==> src/adc_ctrl_consts.svh <==
`ifndef ADC_CTRL_CONSTS_SVH
`define ADC_CTRL_CONSTS_SVH
// ---------------------------------------------------------------
// register indices (byte address is four times the index)
// ---------------------------------------------------------------
`define IDX_RESULT_LOW     8'h9B
`define IDX_RESULT_HIGH    8'h9C
`define IDX_CTRL_CHANNEL   8'h9D
`define IDX_CTRL_FMT_CLK   8'h9E
`define IDX_TRIG_SELECT    8'h9F
`define IDX_IRQ_STATUS     8'hA0
`define IDX_IRQ_MASK       8'hA1
`define IDX_CONV_STATUS    8'hA2
// ---------------------------------------------------------------
// fields and reset values
// ---------------------------------------------------------------
`define CH_ENABLE_BIT      0
`define CH_START_BIT       1
`define FMT_JUSTIFY_BIT    7
`define FMT_WRITE_MASK     8'hF3
`define TRIG_WRITE_MASK    8'h0F
`define RESULT_RESET       16'h0000
`define FMT_RESET          8'h00
`define CHAN_RESET         8'h00
`define TRIG_RESET         8'h00
`define RESULT_BITS        10
`define CONV_TICKS         12
`define IRQ_DONE_BIT       0
`define IRQ_TRIG_BIT       1
`endif

==> src/adc_ctrl_pkg.sv <==
`default_nettype none
package adc_ctrl_pkg;
  typedef enum logic [1:0] {
    ST_IDLE = 2'b00,
    ST_CONV = 2'b01,
    ST_DONE = 2'b11
  } conv_state_t;

  typedef enum logic [3:0] {
    TRG_OFF      = 4'h0,
    TRG_PIN      = 4'h1,
    TRG_TMR0     = 4'h2,
    TRG_TMR1     = 4'h3,
    TRG_TMR2     = 4'h4,
    TRG_CAP1     = 4'h5,
    TRG_CAP2     = 4'h6,
    TRG_PWM3     = 4'h7,
    TRG_PWM4     = 4'h8,
    TRG_IOC      = 4'h9,
    TRG_HIGHREAD = 4'hD
  } trig_code_t;

  typedef enum logic [1:0] {
    REF_SUPPLY   = 2'b00,
    REF_RESERVED = 2'b01,
    REF_PIN      = 2'b10,
    REF_FIXED    = 2'b11
  } ref_sel_t;

  typedef struct packed {
    logic timer_zero_wrap;
    logic timer_one_wrap;
    logic timer_two_postscaled;
    logic capcomp_one_output;
    logic capcomp_two_output;
    logic pulse_unit_three_output;
    logic pulse_unit_four_output;
    logic change_flag;
    logic mapped_pin;
  } trig_inputs_t;

  typedef struct packed {
    logic       valid;
    logic       is_port_b;
    logic       is_port_c;
    logic [4:0] line;
  } chan_decode_t;
endpackage : adc_ctrl_pkg
`default_nettype wire

==> src/adc_clock_divider.sv <==
`default_nettype none
`include "adc_ctrl_consts.svh"
module adc_clock_divider (
  // clock and reset
  input  wire logic       clk,
  input  wire logic       reset_n,
  // control
  input  wire logic       run,
  input  wire logic [2:0] clock_select,
  input  wire logic       rc_tick,
  // tick out
  output logic            conv_tick
);
  logic [5:0] count_reg;
  logic [5:0] limit;

  // ----------------------------------------------------------------
  // divide ratio per clock select
  // ----------------------------------------------------------------
  always_comb begin
    case (clock_select)
      3'h0:    limit = 6'h01;
      3'h1:    limit = 6'h07;
      3'h2:    limit = 6'h1F;
      3'h4:    limit = 6'h03;
      3'h5:    limit = 6'h0F;
      3'h6:    limit = 6'h3F;
      default: limit = 6'h00;
    endcase
  end

  always_ff @(posedge clk or negedge reset_n) begin
    if (!reset_n) begin
      count_reg <= 6'h00;
    end else if (!run || count_reg >= limit) begin
      count_reg <= 6'h00;
    end else begin
      count_reg <= count_reg + 6'h01;
    end
  end

  // rc codes 011 and 111 follow the dedicated rc tick
  assign conv_tick = run && ((clock_select[1:0] == 2'b11) ? rc_tick : (count_reg >= limit));
endmodule : adc_clock_divider
`default_nettype wire

==> src/adc_control_registers.sv <==
`default_nettype none
`include "adc_ctrl_consts.svh"
module adc_control_registers
  import adc_ctrl_pkg::*;
#(
  parameter logic [1:0] PACKAGE_SIZE = 2'd2
) (
  // clock and reset
  input  wire logic                       clk,
  input  wire logic                       reset_n,
  // ahb-lite slave
  input  wire logic                       hsel,
  input  wire logic [31:0]                haddr,
  input  wire logic [1:0]                 htrans,
  input  wire logic                       hwrite,
  input  wire logic [2:0]                 hsize,
  input  wire logic [31:0]                hwdata,
  input  wire logic                       hready,
  output logic [31:0]                     hrdata,
  output logic                            hreadyout,
  output logic                            hresp,
  // trigger sources and rc clock
  input  wire adc_ctrl_pkg::trig_inputs_t trig_in,
  input  wire logic                       rc_clock_in,
  // analog front end
  input  wire logic [`RESULT_BITS-1:0]    sample_value,
  output adc_ctrl_pkg::chan_decode_t      channel_route,
  output adc_ctrl_pkg::ref_sel_t          reference_route,
  output logic                            converter_power,
  output logic                            converting,
  // interrupt
  output logic                            irq
);
  import adc_ctrl_pkg::*;

  // ----------------------------------------------------------------
  // registers
  // ----------------------------------------------------------------
  logic [15:0]  result_reg;
  logic [7:0]   chan_reg;
  logic [7:0]   fmt_reg;
  logic [7:0]   trig_reg;
  logic [1:0]   irq_status_reg;
  logic [1:0]   irq_mask_reg;
  conv_state_t  state_reg;
  logic [3:0]   tick_count_reg;
  logic         wr_pending_reg;
  logic         rd_pending_reg;
  logic [7:0]   addr_idx_reg;
  logic [8:0]   trig_sync1_reg;
  logic [8:0]   trig_sync2_reg;
  logic         trig_prev_reg;
  logic [2:0]   rc_sync_reg;

  // ----------------------------------------------------------------
  // bus decode
  // ----------------------------------------------------------------
  logic       access;
  logic [7:0] addr_idx;
  logic       wr_chan;
  logic       wr_fmt;
  logic       wr_trig;
  logic       wr_mask;
  logic       wr_result_low;
  logic       wr_result_high;
  logic       rd_strobe;
  logic       rd_high;
  logic       rd_status;
  logic [31:0] rd_word;

  assign access    = hsel && hready && htrans[1];
  assign addr_idx  = haddr[9:2];
  assign hreadyout = 1'b1;
  assign hresp     = 1'b0;

  function automatic logic hit(input logic [7:0] idx, input logic [7:0] want);
    hit = (idx == want);
  endfunction : hit

  always_ff @(posedge clk or negedge reset_n) begin
    if (!reset_n) begin
      wr_pending_reg <= 1'b0;
      rd_pending_reg <= 1'b0;
      addr_idx_reg   <= 8'h00;
    end else begin
      wr_pending_reg <= access && hwrite;
      rd_pending_reg <= access && !hwrite;
      if (access) begin
        addr_idx_reg <= addr_idx;
      end
    end
  end

  assign wr_chan        = wr_pending_reg && hit(addr_idx_reg, `IDX_CTRL_CHANNEL);
  assign wr_fmt         = wr_pending_reg && hit(addr_idx_reg, `IDX_CTRL_FMT_CLK);
  assign wr_trig        = wr_pending_reg && hit(addr_idx_reg, `IDX_TRIG_SELECT);
  assign wr_mask        = wr_pending_reg && hit(addr_idx_reg, `IDX_IRQ_MASK);
  assign wr_result_low  = wr_pending_reg && hit(addr_idx_reg, `IDX_RESULT_LOW);
  assign wr_result_high = wr_pending_reg && hit(addr_idx_reg, `IDX_RESULT_HIGH);
  assign rd_strobe      = access && !hwrite;
  assign rd_high        = rd_strobe && hit(addr_idx, `IDX_RESULT_HIGH);
  assign rd_status      = rd_strobe && hit(addr_idx, `IDX_IRQ_STATUS);

  // ----------------------------------------------------------------
  // configuration registers
  // ----------------------------------------------------------------
  logic enabled;
  logic conv_start;
  logic conv_done;
  assign enabled = chan_reg[`CH_ENABLE_BIT];

  always_ff @(posedge clk or negedge reset_n) begin
    if (!reset_n) begin
      fmt_reg  <= `FMT_RESET;
      trig_reg <= `TRIG_RESET;
    end else begin
      if (wr_fmt) begin
        fmt_reg <= hwdata[7:0] & `FMT_WRITE_MASK;
      end
      if (wr_trig) begin
        trig_reg <= hwdata[7:0] & `TRIG_WRITE_MASK;
      end
    end
  end

  // channel and enable bits; start bit owned by the sequencer
  always_ff @(posedge clk or negedge reset_n) begin
    if (!reset_n) begin
      chan_reg[7:0] <= `CHAN_RESET;
    end else begin
      if (wr_chan) begin
        chan_reg[7:2] <= hwdata[7:2];
        chan_reg[0]   <= hwdata[0];
      end
      if (conv_done || !enabled) begin
        chan_reg[`CH_START_BIT] <= 1'b0;
      end
      if (conv_start) begin
        chan_reg[`CH_START_BIT] <= 1'b1;
      end
    end
  end

  // ----------------------------------------------------------------
  // channel and reference routing
  // ----------------------------------------------------------------
  function automatic chan_decode_t decode_channel(input logic [5:0] code, input logic [1:0] pkg);
    chan_decode_t d;
    d = '0;
    case (code)
      6'h00, 6'h01, 6'h02, 6'h04, 6'h05: begin
        d.valid = 1'b1;
        d.line  = code[4:0];
      end
      6'h0D, 6'h0E, 6'h0F: begin
        d.valid     = (pkg == 2'd2);
        d.is_port_b = d.valid;
        d.line      = code[4:0] - 5'h08;
      end
      6'h12, 6'h13, 6'h14, 6'h15: begin
        d.valid     = (pkg != 2'd0);
        d.is_port_c = d.valid;
        d.line      = code[4:0] - 5'h10;
      end
      6'h1B, 6'h1E: begin
        d.valid = 1'b1;
        d.line  = code[4:0];
      end
      default: d = '0;
    endcase
    return d;
  endfunction : decode_channel

  assign channel_route   = decode_channel(chan_reg[7:2], PACKAGE_SIZE);
  assign reference_route = ref_sel_t'(fmt_reg[1:0]);
  assign converter_power = enabled;

  // ----------------------------------------------------------------
  // hardware trigger selection
  // ----------------------------------------------------------------
  always_ff @(posedge clk or negedge reset_n) begin
    if (!reset_n) begin
      trig_sync1_reg <= 9'h000;
      trig_sync2_reg <= 9'h000;
      rc_sync_reg    <= 3'h0;
    end else begin
      trig_sync1_reg <= trig_in;
      trig_sync2_reg <= trig_sync1_reg;
      rc_sync_reg    <= {rc_sync_reg[1], rc_sync_reg[0], rc_clock_in};
    end
  end

  trig_inputs_t trig_s;
  logic         trig_level;
  assign trig_s = trig_inputs_t'(trig_sync2_reg);

  always_comb begin
    case (trig_code_t'(trig_reg[3:0]))
      TRG_PIN:  trig_level = trig_s.mapped_pin;
      TRG_TMR0: trig_level = trig_s.timer_zero_wrap;
      TRG_TMR1: trig_level = trig_s.timer_one_wrap;
      TRG_TMR2: trig_level = trig_s.timer_two_postscaled;
      TRG_CAP1: trig_level = trig_s.capcomp_one_output;
      TRG_CAP2: trig_level = trig_s.capcomp_two_output;
      TRG_PWM3: trig_level = trig_s.pulse_unit_three_output;
      TRG_PWM4: trig_level = trig_s.pulse_unit_four_output;
      TRG_IOC:  trig_level = trig_s.change_flag;
      default:  trig_level = 1'b0;
    endcase
  end

  always_ff @(posedge clk or negedge reset_n) begin
    if (!reset_n) begin
      trig_prev_reg <= 1'b0;
    end else begin
      trig_prev_reg <= trig_level;
    end
  end

  logic hw_trigger;
  logic sw_start;
  assign hw_trigger = (trig_level && !trig_prev_reg)
                   || (trig_reg[3:0] == TRG_HIGHREAD && rd_high);
  assign sw_start   = wr_chan && hwdata[`CH_START_BIT] && hwdata[`CH_ENABLE_BIT];
  assign conv_start = enabled && (state_reg == ST_IDLE) && (sw_start || hw_trigger);

  // ----------------------------------------------------------------
  // conversion sequencer
  // ----------------------------------------------------------------
  logic conv_tick;

  adc_clock_divider u_div (
    .clk          (clk),
    .reset_n      (reset_n),
    .run          (state_reg == ST_CONV),
    .clock_select (fmt_reg[6:4]),
    .rc_tick      (rc_sync_reg[1] && !rc_sync_reg[2]),
    .conv_tick    (conv_tick)
  );

  always_ff @(posedge clk or negedge reset_n) begin
    if (!reset_n) begin
      state_reg      <= ST_IDLE;
      tick_count_reg <= 4'h0;
    end else if (!enabled) begin
      state_reg      <= ST_IDLE;
      tick_count_reg <= 4'h0;
    end else begin
      case (state_reg)
        ST_IDLE: begin
          tick_count_reg <= 4'h0;
          if (conv_start) begin
            state_reg <= ST_CONV;
          end
        end
        ST_CONV: begin
          if (conv_tick) begin
            tick_count_reg <= tick_count_reg + 4'h1;
            if (tick_count_reg == 4'(`CONV_TICKS - 1)) begin
              state_reg <= ST_DONE;
            end
          end
        end
        ST_DONE: state_reg <= ST_IDLE;
        default: state_reg <= ST_IDLE;
      endcase
    end
  end

  assign conv_done  = (state_reg == ST_DONE);
  assign converting = chan_reg[`CH_START_BIT];

  // ----------------------------------------------------------------
  // result register
  // ----------------------------------------------------------------
  function automatic logic [15:0] justify(input logic [9:0] v, input logic right);
    justify = right ? {6'h00, v} : {v, 6'h00};
  endfunction : justify

  always_ff @(posedge clk or negedge reset_n) begin
    if (!reset_n) begin
      result_reg <= `RESULT_RESET;
    end else if (conv_done) begin
      result_reg <= justify(sample_value, fmt_reg[`FMT_JUSTIFY_BIT]);
    end else begin
      if (wr_result_low) begin
        result_reg[7:0] <= hwdata[7:0];
      end
      if (wr_result_high) begin
        result_reg[15:8] <= hwdata[7:0];
      end
    end
  end

  // ----------------------------------------------------------------
  // interrupt status and mask
  // ----------------------------------------------------------------
  always_ff @(posedge clk or negedge reset_n) begin
    if (!reset_n) begin
      irq_status_reg <= 2'h0;
      irq_mask_reg   <= 2'h0;
    end else begin
      if (wr_mask) begin
        irq_mask_reg <= hwdata[1:0];
      end
      irq_status_reg <= (rd_status ? 2'h0 : irq_status_reg)
                      | {hw_trigger && conv_start, conv_done};
    end
  end

  assign irq = |(irq_status_reg & irq_mask_reg);

  // ----------------------------------------------------------------
  // read data
  // ----------------------------------------------------------------
  always_comb begin
    case (addr_idx)
      `IDX_RESULT_LOW:   rd_word = {24'h000000, result_reg[7:0]};
      `IDX_RESULT_HIGH:  rd_word = {24'h000000, result_reg[15:8]};
      `IDX_CTRL_CHANNEL: rd_word = {24'h000000, chan_reg};
      `IDX_CTRL_FMT_CLK: rd_word = {24'h000000, fmt_reg};
      `IDX_TRIG_SELECT:  rd_word = {24'h000000, trig_reg};
      `IDX_IRQ_STATUS:   rd_word = {30'h0000000, irq_status_reg};
      `IDX_IRQ_MASK:     rd_word = {30'h0000000, irq_mask_reg};
      `IDX_CONV_STATUS:  rd_word = {30'h0000000, state_reg};
      default:           rd_word = 32'h00000000;
    endcase
  end

  always_ff @(posedge clk or negedge reset_n) begin
    if (!reset_n) begin
      hrdata <= 32'h00000000;
    end else if (rd_strobe) begin
      hrdata <= rd_word;
    end
  end
endmodule : adc_control_registers
`default_nettype wire

==> config.mk <==
export PLATFORM = sky130hd
export DESIGN_NAME = adc_control_registers
export DESIGN_NICKNAME = d
export VERILOG_FILES = /design/src/adc_ctrl_pkg.sv /design/src/adc_clock_divider.sv /design/src/adc_control_registers.sv
export VERILOG_INCLUDE_DIRS = /design/src
export SDC_FILE = /design/constraint.sdc
export NUM_CORES = 1
export LEC_CHECK = 0
export BUFFER_PORTS_ARGS = -buffer_cell sky130_fd_sc_hd__buf_2
export CAP_MARGIN = 20
export CORE_MARGIN = 4
export CORE_UTILIZATION = 56
export CTS_BUF_LIST = sky130_fd_sc_hd__clkbuf_8 sky130_fd_sc_hd__clkbuf_16
export DETAILED_ROUTE_END_ITERATION = 12
export PLACE_DENSITY = 0.92
export SLEW_MARGIN = 20
export SYNTH_ARGS = -nofsm -noshare
export SYNTH_HDL_FRONTEND = slang
export SYNTH_SLANG_ARGS = --single-unit
==> constraint.sdc <==
create_clock -name clk -period 3.8 [get_ports clk]
set_input_delay 0.38 -clock clk [delete_from_list [all_inputs] [get_ports clk]]
set_output_delay 0.38 -clock clk [all_outputs]
set_load 0.01 [all_outputs]
==> results of run 1 <==
routing by layer:
layer,GRT usage,vias to the layer above
met5,0,-
met4,0.0935,0
li1,-,1679
met1,0.276,1793
met2,0.369,209
met3,0.0512,36
worst register-to-register path: stages (launching register included):
cell       delay (ps)
dfrtp_1           460
inv_1             120
ha_1              220
mux2i_1           160
o21ai_0           100
nand2_1            80
ha_1              220
a211o_1           310
a2111oi_2         400
nor2_1            150
o211ai_1          210
final cells by class:
| cell class | instances | area share |
|---|---|---|
| sequential | 89 | 0.433 |
| multi-input combinational | 327 | 0.431 |
| timing repair buffer | 63 | 0.0630 |
| tap | 105 | 0.0256 |
| clock buffer | 9 | 0.0241 |
| clock inverter | 7 | 0.0141 |
| inverter | 12 | 0.00876 |
layout by cell type, fill, tap and decap left out, types with 6 or more instances in the layout:
master    netlist  final
conb_1          2     26
nor2_1         18     18
inv_1          12     12
mux2_2         23     23
nor3b_1         7      7
nor3_1         11     10
ha_1           13     13
clkbuf_8        0      9
nand2_1        42     42
buf_2           5     61
a21oi_1        30     30
a22o_1         11     11
dfrtp_1        89     89
nand2b_1        6      6
mux2i_1        18     18
o21ai_0        20     20
nand3_1        15     15
worst min-delay path by stage:
stage	startpoint	to	slack, ps
2_1_floorplan	reset_n	addr_idx_reg[0]$_DFFE_PN0P_	80
3_3_place_gp	trig_sync1_reg[8]$_DFF_PN0_	trig_s[8]$_DFF_PN0_	330
3_5_place_dp	trig_sync1_reg[2]$_DFF_PN0_	trig_s[2]$_DFF_PN0_	330
4_1_cts	trig_in[5]	trig_sync1_reg[5]$_DFF_PN0_	100
5_1_grt	trig_in[0]	trig_sync1_reg[0]$_DFF_PN0_	80
6_report	reset_n	u_div.count_reg[1]$_DFF_PN0_	60
power by group through the flow:
stage	clock (mW)	sequential, mW	combinational [mW]
final	0.643	1.21	0.328
after global routing	0.692	1.22	0.372
after CTS	0.647	1.20	0.327
after detailed placement	0	1.22	0.325
after global placement	0	1.20	0.306
after floorplan	0	1.17	0.264
synth_stat cells (all sizes together) (7+ instances only):
| master | number | area [sq um] |
|---|---|---|
| inv | 12 | 45.0 |
| a22o | 11 | 96.3 |
| nand3 | 15 | 75.1 |
| nor3 | 15 | 101 |
| nand2 | 42 | 158 |
| nor2 | 19 | 73.8 |
| ha | 13 | 163 |
| buf | 34 | 243 |
| a21oi | 30 | 150 |
| dfrtp | 89 | 2230 |
| o21ai | 20 | 100 |
| mux2i | 18 | 180 |
| mux2 | 23 | 259 |
| clkbuf | 12 | 45.0 |
| nor3b | 7 | 52.6 |
cells by family after synthesis:
family / share of synthesized area
buffers and inverters: 0.0711
xor gates and xnor gates: 0.0131
adders and majority gates: 0.0348
muxes: 0.0938
and+or+nand+nor: 0.173
other: 0.00160
AOI/OAI and AO/OA: 0.137
DFF: 0.476
==> impl_metrics.tcl, run 1 <==
set metrics [dict create \
    run_status "complete, no violations" \
    ff2ff_path_depth 10 \
    report.final.slew_viol_count 0 \
    min_path_type "input pin to asynchronous set/reset pin" \
    cap_violations 0 \
    share_comb_of_total_power 0.151 \
    largest_register_ff_count 16 \
    routed-wl-met2_um 5280 \
    drt_drc_violations_left 0 \
    global_route_wire_length_before_repair_um 17200 \
    via_per_inst 6.07 \
    timing.fmax_ghz 0.397 \
    critical_path.n_buffers_inverters 1 \
    dr.max_layer_used "met4" \
    crit_path_max_incr_delay_ps 460 \
    synth_seq_cells 89 \
    grt_antenna_before_repair 0 \
    tightestPinTransition_ps 974 \
    maximum_number_of_pins_on_one_net_before_global_route_repair 90 \
    setup.worst_path.end_class "register" \
    crit_cells 10 \
    postLayoutCoreUtil 0.629 \
    post-place-cells 596 \
    power_frac_clock 0.295 \
    register_area_sq_um 2230 \
    power_switching_share 0.313 \
    post_dp_cell_area_sq_um 4930 \
    timing.critical_path.slowest_stage_cell "dfrtp_1" \
    rsz0062_at_grt "no" \
    cts_htree_levels 3 \
    numPortBuffers 62 \
    report.final.setup_viol 0 \
    globalRoute.totalOverflow 0 \
    worst_clock_skew_ps 10.3 \
    drt-initial-drc-count 393 \
    crit-reg2reg-capture "tick_count_reg[1]$_DFFE_PN0P_" \
    fin_worst_hold_slack_ps 58.9 \
    leakage_nw 2.34 \
    sequentialPowerShare 0.554 \
    num-fill-cells 629 \
    timing.critical_path.from_type "register" \
    timing.critical_path.cells "inv_1 > ha_1 > mux2i_1 > o21ai_0 > nand2_1 > ha_1 > a211o_1 > a2111oi_2 > nor2_1 > o211ai_1" \
    fin_cells 612 \
    synthArstFlopShare 1.00 \
    clk_path_buf_depth 2 \
    tritoncts "done" \
    areaGrowthSynthToFinish_pct 9.81 \
    setup.worst_path.start "fmt_reg[5]$_DFFE_PN0P_" \
    power.switching_uw 681 \
    cp.required_ps 4090 \
    multiInputGateArea_sq_um 2220 \
    slew-limit-headroom 0.349 \
    cp_max_fo 6 \
    diodes 0 \
    detailed_route_wire_length_on_metal_1_um 4260 \
    internal_power_mw 1.50 \
    postLayoutSetupSlackWorst_ps 1280 \
    route.vias.total 3717 \
    synth.lib_cells_used.distinct 60 \
    cell_area_after_synthesis_sq_um 4680 \
    detailroute.wirelength.met3_um 867 \
    yosysSeqAreaShare 0.476 \
    min_period_over_period 0.663 \
    wirelength_um 10700 \
    floorplan.rows 33 \
    die-area_sq_um 9890 \
    via_count_of_the_first_global_routing_pass 3541 \
    dr.pass1.iters 7 \
    synthesis.instances 450 \
    initial_utilization 0.573 \
    remaining_antenna_violation_count 0 \
    gp_congestion 0.851 \
    clock_tree.root_cell "clkbuf_8" \
    postSynthAreaPerCell_sq_um 10.4 \
    max-vdd-ir-drop_mv 0.270 \
    final_hold_fails 0 \
    drive_above_1_share 0.227 \
    setup.worst_path.end "tick_count_reg[1]$_DFFE_PN0P_" \
    clk_pin_slew_worst_paths_ps 90 \
    drt-wirelength-per-cell_um 17.4 \
    power_density_nw_per_um2 424 \
    setup-tns-final_ps 0 \
    critical-path-top-delay-family "compound AO/OA/AOI/OAI gates" \
    numCtsBuffers 9 \
    power_mw 2.18 \
    clock_latency_ps 380 \
    arrival_ps 2810 \
    holdBufCountCts 0 \
    reg2reg_from "fmt_reg[5]$_DFFE_PN0P_" \
    die_height_um 99.4 \
    design.core.area_sq_um 8180 \
    finalNetCount 609 \
    cts_sinks 89 \
    ys.warnings.count 0 \
    cts_setup_buffers 0 \
    final.min_clock_period_ps 2520 \
    design_area_sq_um 5140 \
    yosys_most_used_dff "dfrtp_1" \
    groute.usage.overall 0.221 \
    top_level_ports 141 \
    criticalPathCategory "register to register" \
    die_w_um 99.4 \
    synth_edf_count 0 \
    cts_repair_resize_count 0 \
    detailedPlacementHpwl_um 7560 \
    crit_path_frequent_cell "ha_1" \
    detailedPlace.worstSlack_ps 1300 \
    worst-r2r-setup-slack_ps 1280 \
]
Power figures use the tool's default switching activity.
==> run 2: changes to the inputs <==
CORE_UTILIZATION = 52   (was 56)
PLACE_DENSITY = 0.87   (was 0.92)
clock period = 2.6 ns   (was 3.8 ns; I/O delays follow)
==> impl_metrics.tcl, run 2 (synthesized netlist as in run 1, its figures left out) <==
set metrics [dict create \
    slew-limit-headroom 0.492 \
    setup.worst_path.end_class "register" \
    grt_antenna_before_repair 0 \
    power_density_nw_per_um2 620 \
    via_per_inst 5.80 \
    numPortBuffers 62 \
    hold_path_startpoint "hwrite" \
    cap_violations 0 \
    remaining_antenna_violation_count 0 \
    route.vias.total 3667 \
    tritoncts "done" \
    groute.usage.overall 0.208 \
    finalNetCount 626 \
    die_height_um 103 \
    die_w_um 103 \
    dr.pass1.iters 4 \
    whs_endpoint "wr_pending_reg$_DFF_PN0_" \
    cts_setup_buffers 0 \
    drt-initial-drc-count 240 \
    min_period_over_period 0.937 \
    timing.critical_path.from_type "register" \
    cts_htree_levels 3 \
    final.min_clock_period_ps 2440 \
    postLayoutSetupSlackWorst_ps 163 \
    criticalPathCategory "register to register" \
    drt-wirelength-per-cell_um 16.8 \
    numCtsBuffers 9 \
    num-fill-cells 688 \
    tightestPinTransition_ps 755 \
    timing.hold.worst_path_depth 3 \
    leakage_nw 2.44 \
    arrival_ps 2710 \
    via_count_of_the_first_global_routing_pass 3634 \
    report.final.setup_viol 0 \
    run_status "complete, no violations" \
    ff2ff_path_depth 10 \
    maximum_number_of_pins_on_one_net_before_global_route_repair 57 \
    cp.required_ps 2880 \
    initial_utilization 0.537 \
    layout_commonest_cell "dfrtp_1" \
    global_route_wire_length_before_repair_um 17100 \
    cp_max_fo 6 \
    globalRoute.totalOverflow 0 \
    largest_register_ff_count 16 \
    detailedPlacementHpwl_um 7850 \
    detailedPlace.worstSlack_ps 113 \
    final_hold_fails 0 \
    clk_pin_slew_worst_paths_ps 90 \
    wirelength_um 10600 \
    drt_drc_violations_left 0 \
    reg2reg_from "fmt_reg[5]$_DFFE_PN0P_" \
    timing.fmax_ghz 0.410 \
    clock_latency_ps 360 \
    min_path_type "input pin to register" \
    crit-reg2reg-capture "tick_count_reg[1]$_DFFE_PN0P_" \
    floorplan.rows 34 \
    design.core.area_sq_um 8720 \
    report.final.slew_viol_count 0 \
    areaGrowthSynthToFinish_pct 14.2 \
    clock_tree.root_cell "clkbuf_8" \
    worst_clock_skew_ps 10.3 \
    drive_above_1_share 0.231 \
    clk_path_buf_depth 2 \
    cts_sinks 89 \
    gp_congestion 0.888 \
    diodes 0 \
    worst-r2r-setup-slack_ps 160 \
    mostFrequentLayoutCells "88 x dfrtp_1, 61 x buf_2, 42 x nand2_1" \
    rsz0062_at_grt "no" \
    top_level_ports 141 \
    setup-tns-final_ps 0 \
    max-vdd-ir-drop_mv 0.441 \
    die-area_sq_um 10600 \
]
[run 2: how the worst max path moves through the flow]
stage / from / to / slack (ps) / cells past startpoint
final: fmt_reg[5]$_DFFE_PN0P_ / tick_count_reg[1]$_DFFE_PN0P_ / 160 / 10
after global routing: fmt_reg[5]$_DFFE_PN0P_ / tick_count_reg[0]$_DFFE_PN0P_ / 20 / 10
after global placement: fmt_reg[5]$_DFFE_PN0P_ / tick_count_reg[1]$_DFFE_PN0P_ / 240 / 10
after CTS: fmt_reg[5]$_DFFE_PN0P_ / tick_count_reg[1]$_DFFE_PN0P_ / 40 / 10
after floorplan: fmt_reg[5]$_DFFE_PN0P_ / tick_count_reg[0]$_DFFE_PN0P_ / 450 / 10
after detailed placement: fmt_reg[5]$_DFFE_PN0P_ / tick_count_reg[1]$_DFFE_PN0P_ / 110 / 10
[run 2: routing by layer]
layer | GRT usage | share of wire | vias to the layer above
met1 | 0.256 | 0.39 | 1803
li1 | - | - | 1711
met3 | 0.0440 | 0.068 | 21
met5 | 0 | 0 | -
met2 | 0.364 | 0.52 | 132
met4 | 0.0687 | 0.022 | 0
[run 2: metrics by stage]
step / hold slack (ps) / total power [mW] / utilization / cell area, sq um / instances
3_3_place_gp: 331 / 2.22 / 0.573 / 5000 / 605
2_1_floorplan: -35.6 / 2.09 / - / 4770 / 474
4_1_cts: 111 / 3.32 / 0.611 / 5330 / 632
5_1_grt: 113 / 3.49 / 0.613 / 5340 / 632
6_report: 117 / 3.32 / 0.613 / 5340 / 632
3_5_place_dp: 336 / 2.26 / 0.573 / 5000 / 605
[run 2: final cells by class]
| type | instances | area (sq um) | area share |
|---|---|---|---|
| multi-input combinational | 327 | 2220 | 0.416 |
| tap | 108 | 135 | 0.0253 |
| clock inverter | 7 | 100 | 0.0187 |
| clock buffer | 9 | 124 | 0.0232 |
| timing repair buffer | 80 | 488 | 0.0913 |
| sequential | 89 | 2230 | 0.417 |
| inverter | 12 | 45.0 | 0.00843 |
[run 2: worst max-delay path: stages (launching register included)]
cell	delay (ps)
dfrtp_2	460
inv_1	130
ha_1	180
mux2i_1	70
o21ai_0	90
nand2_1	100
ha_1	270
a211o_1	320
a2111oi_4	370
nor2_1	160
o211ai_1	200
[run 2: repair_timing]
item / CTS / global route
gates resized for setup: 0 / 2
hold buffers: 11 / 0
hold endpoints to repair: 65 / 0
endpoints found under the setup margin: 0 / 4
[run 2: report_power, final]
group / internal, mW / switching, mW / total [mW]
clock: 0.552 / 0.509 / 1.06
sequential: 1.58 / 0.176 / 1.76
combinational: 0.243 / 0.252 / 0.495
total: 2.38 / 0.937 / 3.32
==> run 3: changes to the inputs <==
MAX_ROUTING_LAYER = met4   (was unset)
==> impl_metrics.tcl, run 3 (synthesized netlist as in run 1, its figures left out) <==
set metrics [dict create \
    remaining_antenna_violation_count 0 \
    power_mw 3.20 \
    report.final.slew_viol_count 0 \
    arrival_ps 2640 \
    post-place-cells 605 \
    cts_htree_levels 3 \
    postLayoutSetupSlackWorst_ps 246 \
    wirelength_um 10700 \
    worst_clock_skew_ps 15.1 \
    drt-wirelength-per-cell_um 16.9 \
    clk_pin_slew_worst_paths_ps 100 \
    final_hold_fails 0 \
    max-vdd-ir-drop_mv 0.421 \
    drt-initial-drc-count 353 \
    route.vias.total 3698 \
    final.min_clock_period_ps 2350 \
    numPortBuffers 62 \
    mostFrequentLayoutCells "88 x dfrtp_1, 61 x buf_2, 42 x nand2_1" \
    slew-limit-headroom 0.474 \
    largest_register_ff_count 16 \
    cp_max_fo 6 \
    die_height_um 103 \
    timing.critical_path.slowest_stage_cell "dfrtp_2" \
    diodes 0 \
    dr.pass1.iters 7 \
    die_w_um 103 \
    design.core.area_sq_um 8720 \
    die-area_sq_um 10600 \
    via_per_inst 5.85 \
    report.final.setup_viol 0 \
    clk_path_buf_depth 2 \
    clock_latency_ps 370 \
    timing.critical_path.cells "inv_1 > ha_1 > mux2i_1 > o21ai_0 > nand2_1 > ha_1 > a211o_1 > a2111oi_4 > nor2_1 > o211ai_1" \
    tritoncts "done" \
    layout_commonest_cell "dfrtp_1" \
    timing.critical_path.from_type "register" \
    globalRoute.totalOverflow 0 \
    run_status "complete, no violations" \
    timing.fmax_ghz 0.425 \
    critical_path.n_buffers_inverters 1 \
    maximum_number_of_pins_on_one_net_before_global_route_repair 53 \
    fin_cells 632 \
    clock_tree.root_cell "clkbuf_8" \
    tightestPinTransition_ps 782 \
    groute.usage.overall 0.216 \
    top_level_ports 141 \
    power_density_nw_per_um2 602 \
    detailedPlace.worstSlack_ps 161 \
    cp.required_ps 2880 \
    min_path_type "input pin to register" \
    grt_antenna_before_repair 0 \
    detailedPlacementHpwl_um 7800 \
    min_period_over_period 0.905 \
    global_route_wire_length_before_repair_um 17300 \
    critical-path-top-delay-family "compound AO/OA/AOI/OAI gates" \
    crit_path_frequent_cell "ha_1" \
    initial_utilization 0.537 \
    criticalPathCategory "register to register" \
    cts_sinks 89 \
    via_count_of_the_first_global_routing_pass 3584 \
    cap_violations 0 \
    gp_congestion 0.909 \
    setup.worst_path.end_class "register" \
    finalNetCount 626 \
    crit_path_max_incr_delay_ps 460 \
    drive_above_1_share 0.231 \
    setup-tns-final_ps 0 \
    drt_drc_violations_left 0 \
    areaGrowthSynthToFinish_pct 13.5 \
    floorplan.rows 34 \
    numCtsBuffers 9 \
    leakage_nw 2.42 \
    rsz0062_at_grt "no" \
]
[run 3: worst paths after layout]
kind,startpoint,to,slack (ps),cells after the start
max in group asynchronous,reset_n,result_reg[1]$_DFFE_PN0P_,1510,3
min in group asynchronous,reset_n,hrdata[5]$_DFFE_PN0P_,450,2
worst max-delay path,fmt_reg[5]$_DFFE_PN0P_,tick_count_reg[0]$_DFFE_PN0P_,250,10
worst max register to register,fmt_reg[5]$_DFFE_PN0P_,tick_count_reg[0]$_DFFE_PN0P_,250,10
worst min-delay path,hwrite,wr_pending_reg$_DFF_PN0_,100,3
worst min register to register,trig_sync1_reg[0]$_DFF_PN0_,trig_s[0]$_DFF_PN0_,350,0
[run 3: timing repair]
| item | CTS | global route |
|---|---|---|
| setup endpoints to repair | 0 | 3 |
| hold buffers | 11 | 0 |
| hold endpoints to repair | 61 | 0 |
| resized for setup | 0 | 2 |
| buffers inserted | 0 | 0 |
[run 3: layer usage]
| layer | up-vias | track usage | share of wire |
|---|---|---|---|
| met2 | 176 | 0.366 | 0.50 |
| li1 | 1716 | - | - |
| met5 | - | - | 0 |
| met1 | 1777 | 0.268 | 0.41 |
| met3 | 29 | 0.0487 | 0.072 |
| met4 | 0 | 0.0458 | 0.022 |
[run 3: report_power, final]
group | leakage [nW] | internal, mW | switching, mW
clock network | 0.0962 | 0.376 | 0.561
logic | 1.23 | 0.242 | 0.252
registers | 1.09 | 1.58 | 0.182
[run 3: metrics by stage]
step	cell area [sq um]	util	hold slack, ps
2_1_floorplan	4770	-	-35.6
3_3_place_gp	5000	0.573	326
3_5_place_dp	5000	0.573	334
4_1_cts	5300	0.607	97.7
5_1_grt	5310	0.609	83.3
6_report	5310	0.609	96.9
[run 3: worst reg2reg max path, stage by stage, from the launching register on]
cell and delay (ps):
dfrtp_2 460, inv_1 120, ha_1 170, mux2i_1 60
o21ai_0 80, nand2_1 90, ha_1 270, a211o_1 330
a2111oi_4 360, nor2_1 140, o211ai_1 210
[run 3: final cells by class]
| class | count | area, sq um |
|---|---|---|
| timing repair buffer | 80 | 488 |
| clock inverter | 7 | 67.6 |
| multi-input combinational | 327 | 2220 |
| sequential | 89 | 2230 |
| fill | 699 | 3410 |
| tap | 108 | 135 |
| inverter | 12 | 45.0 |
| clock buffer | 9 | 124 |
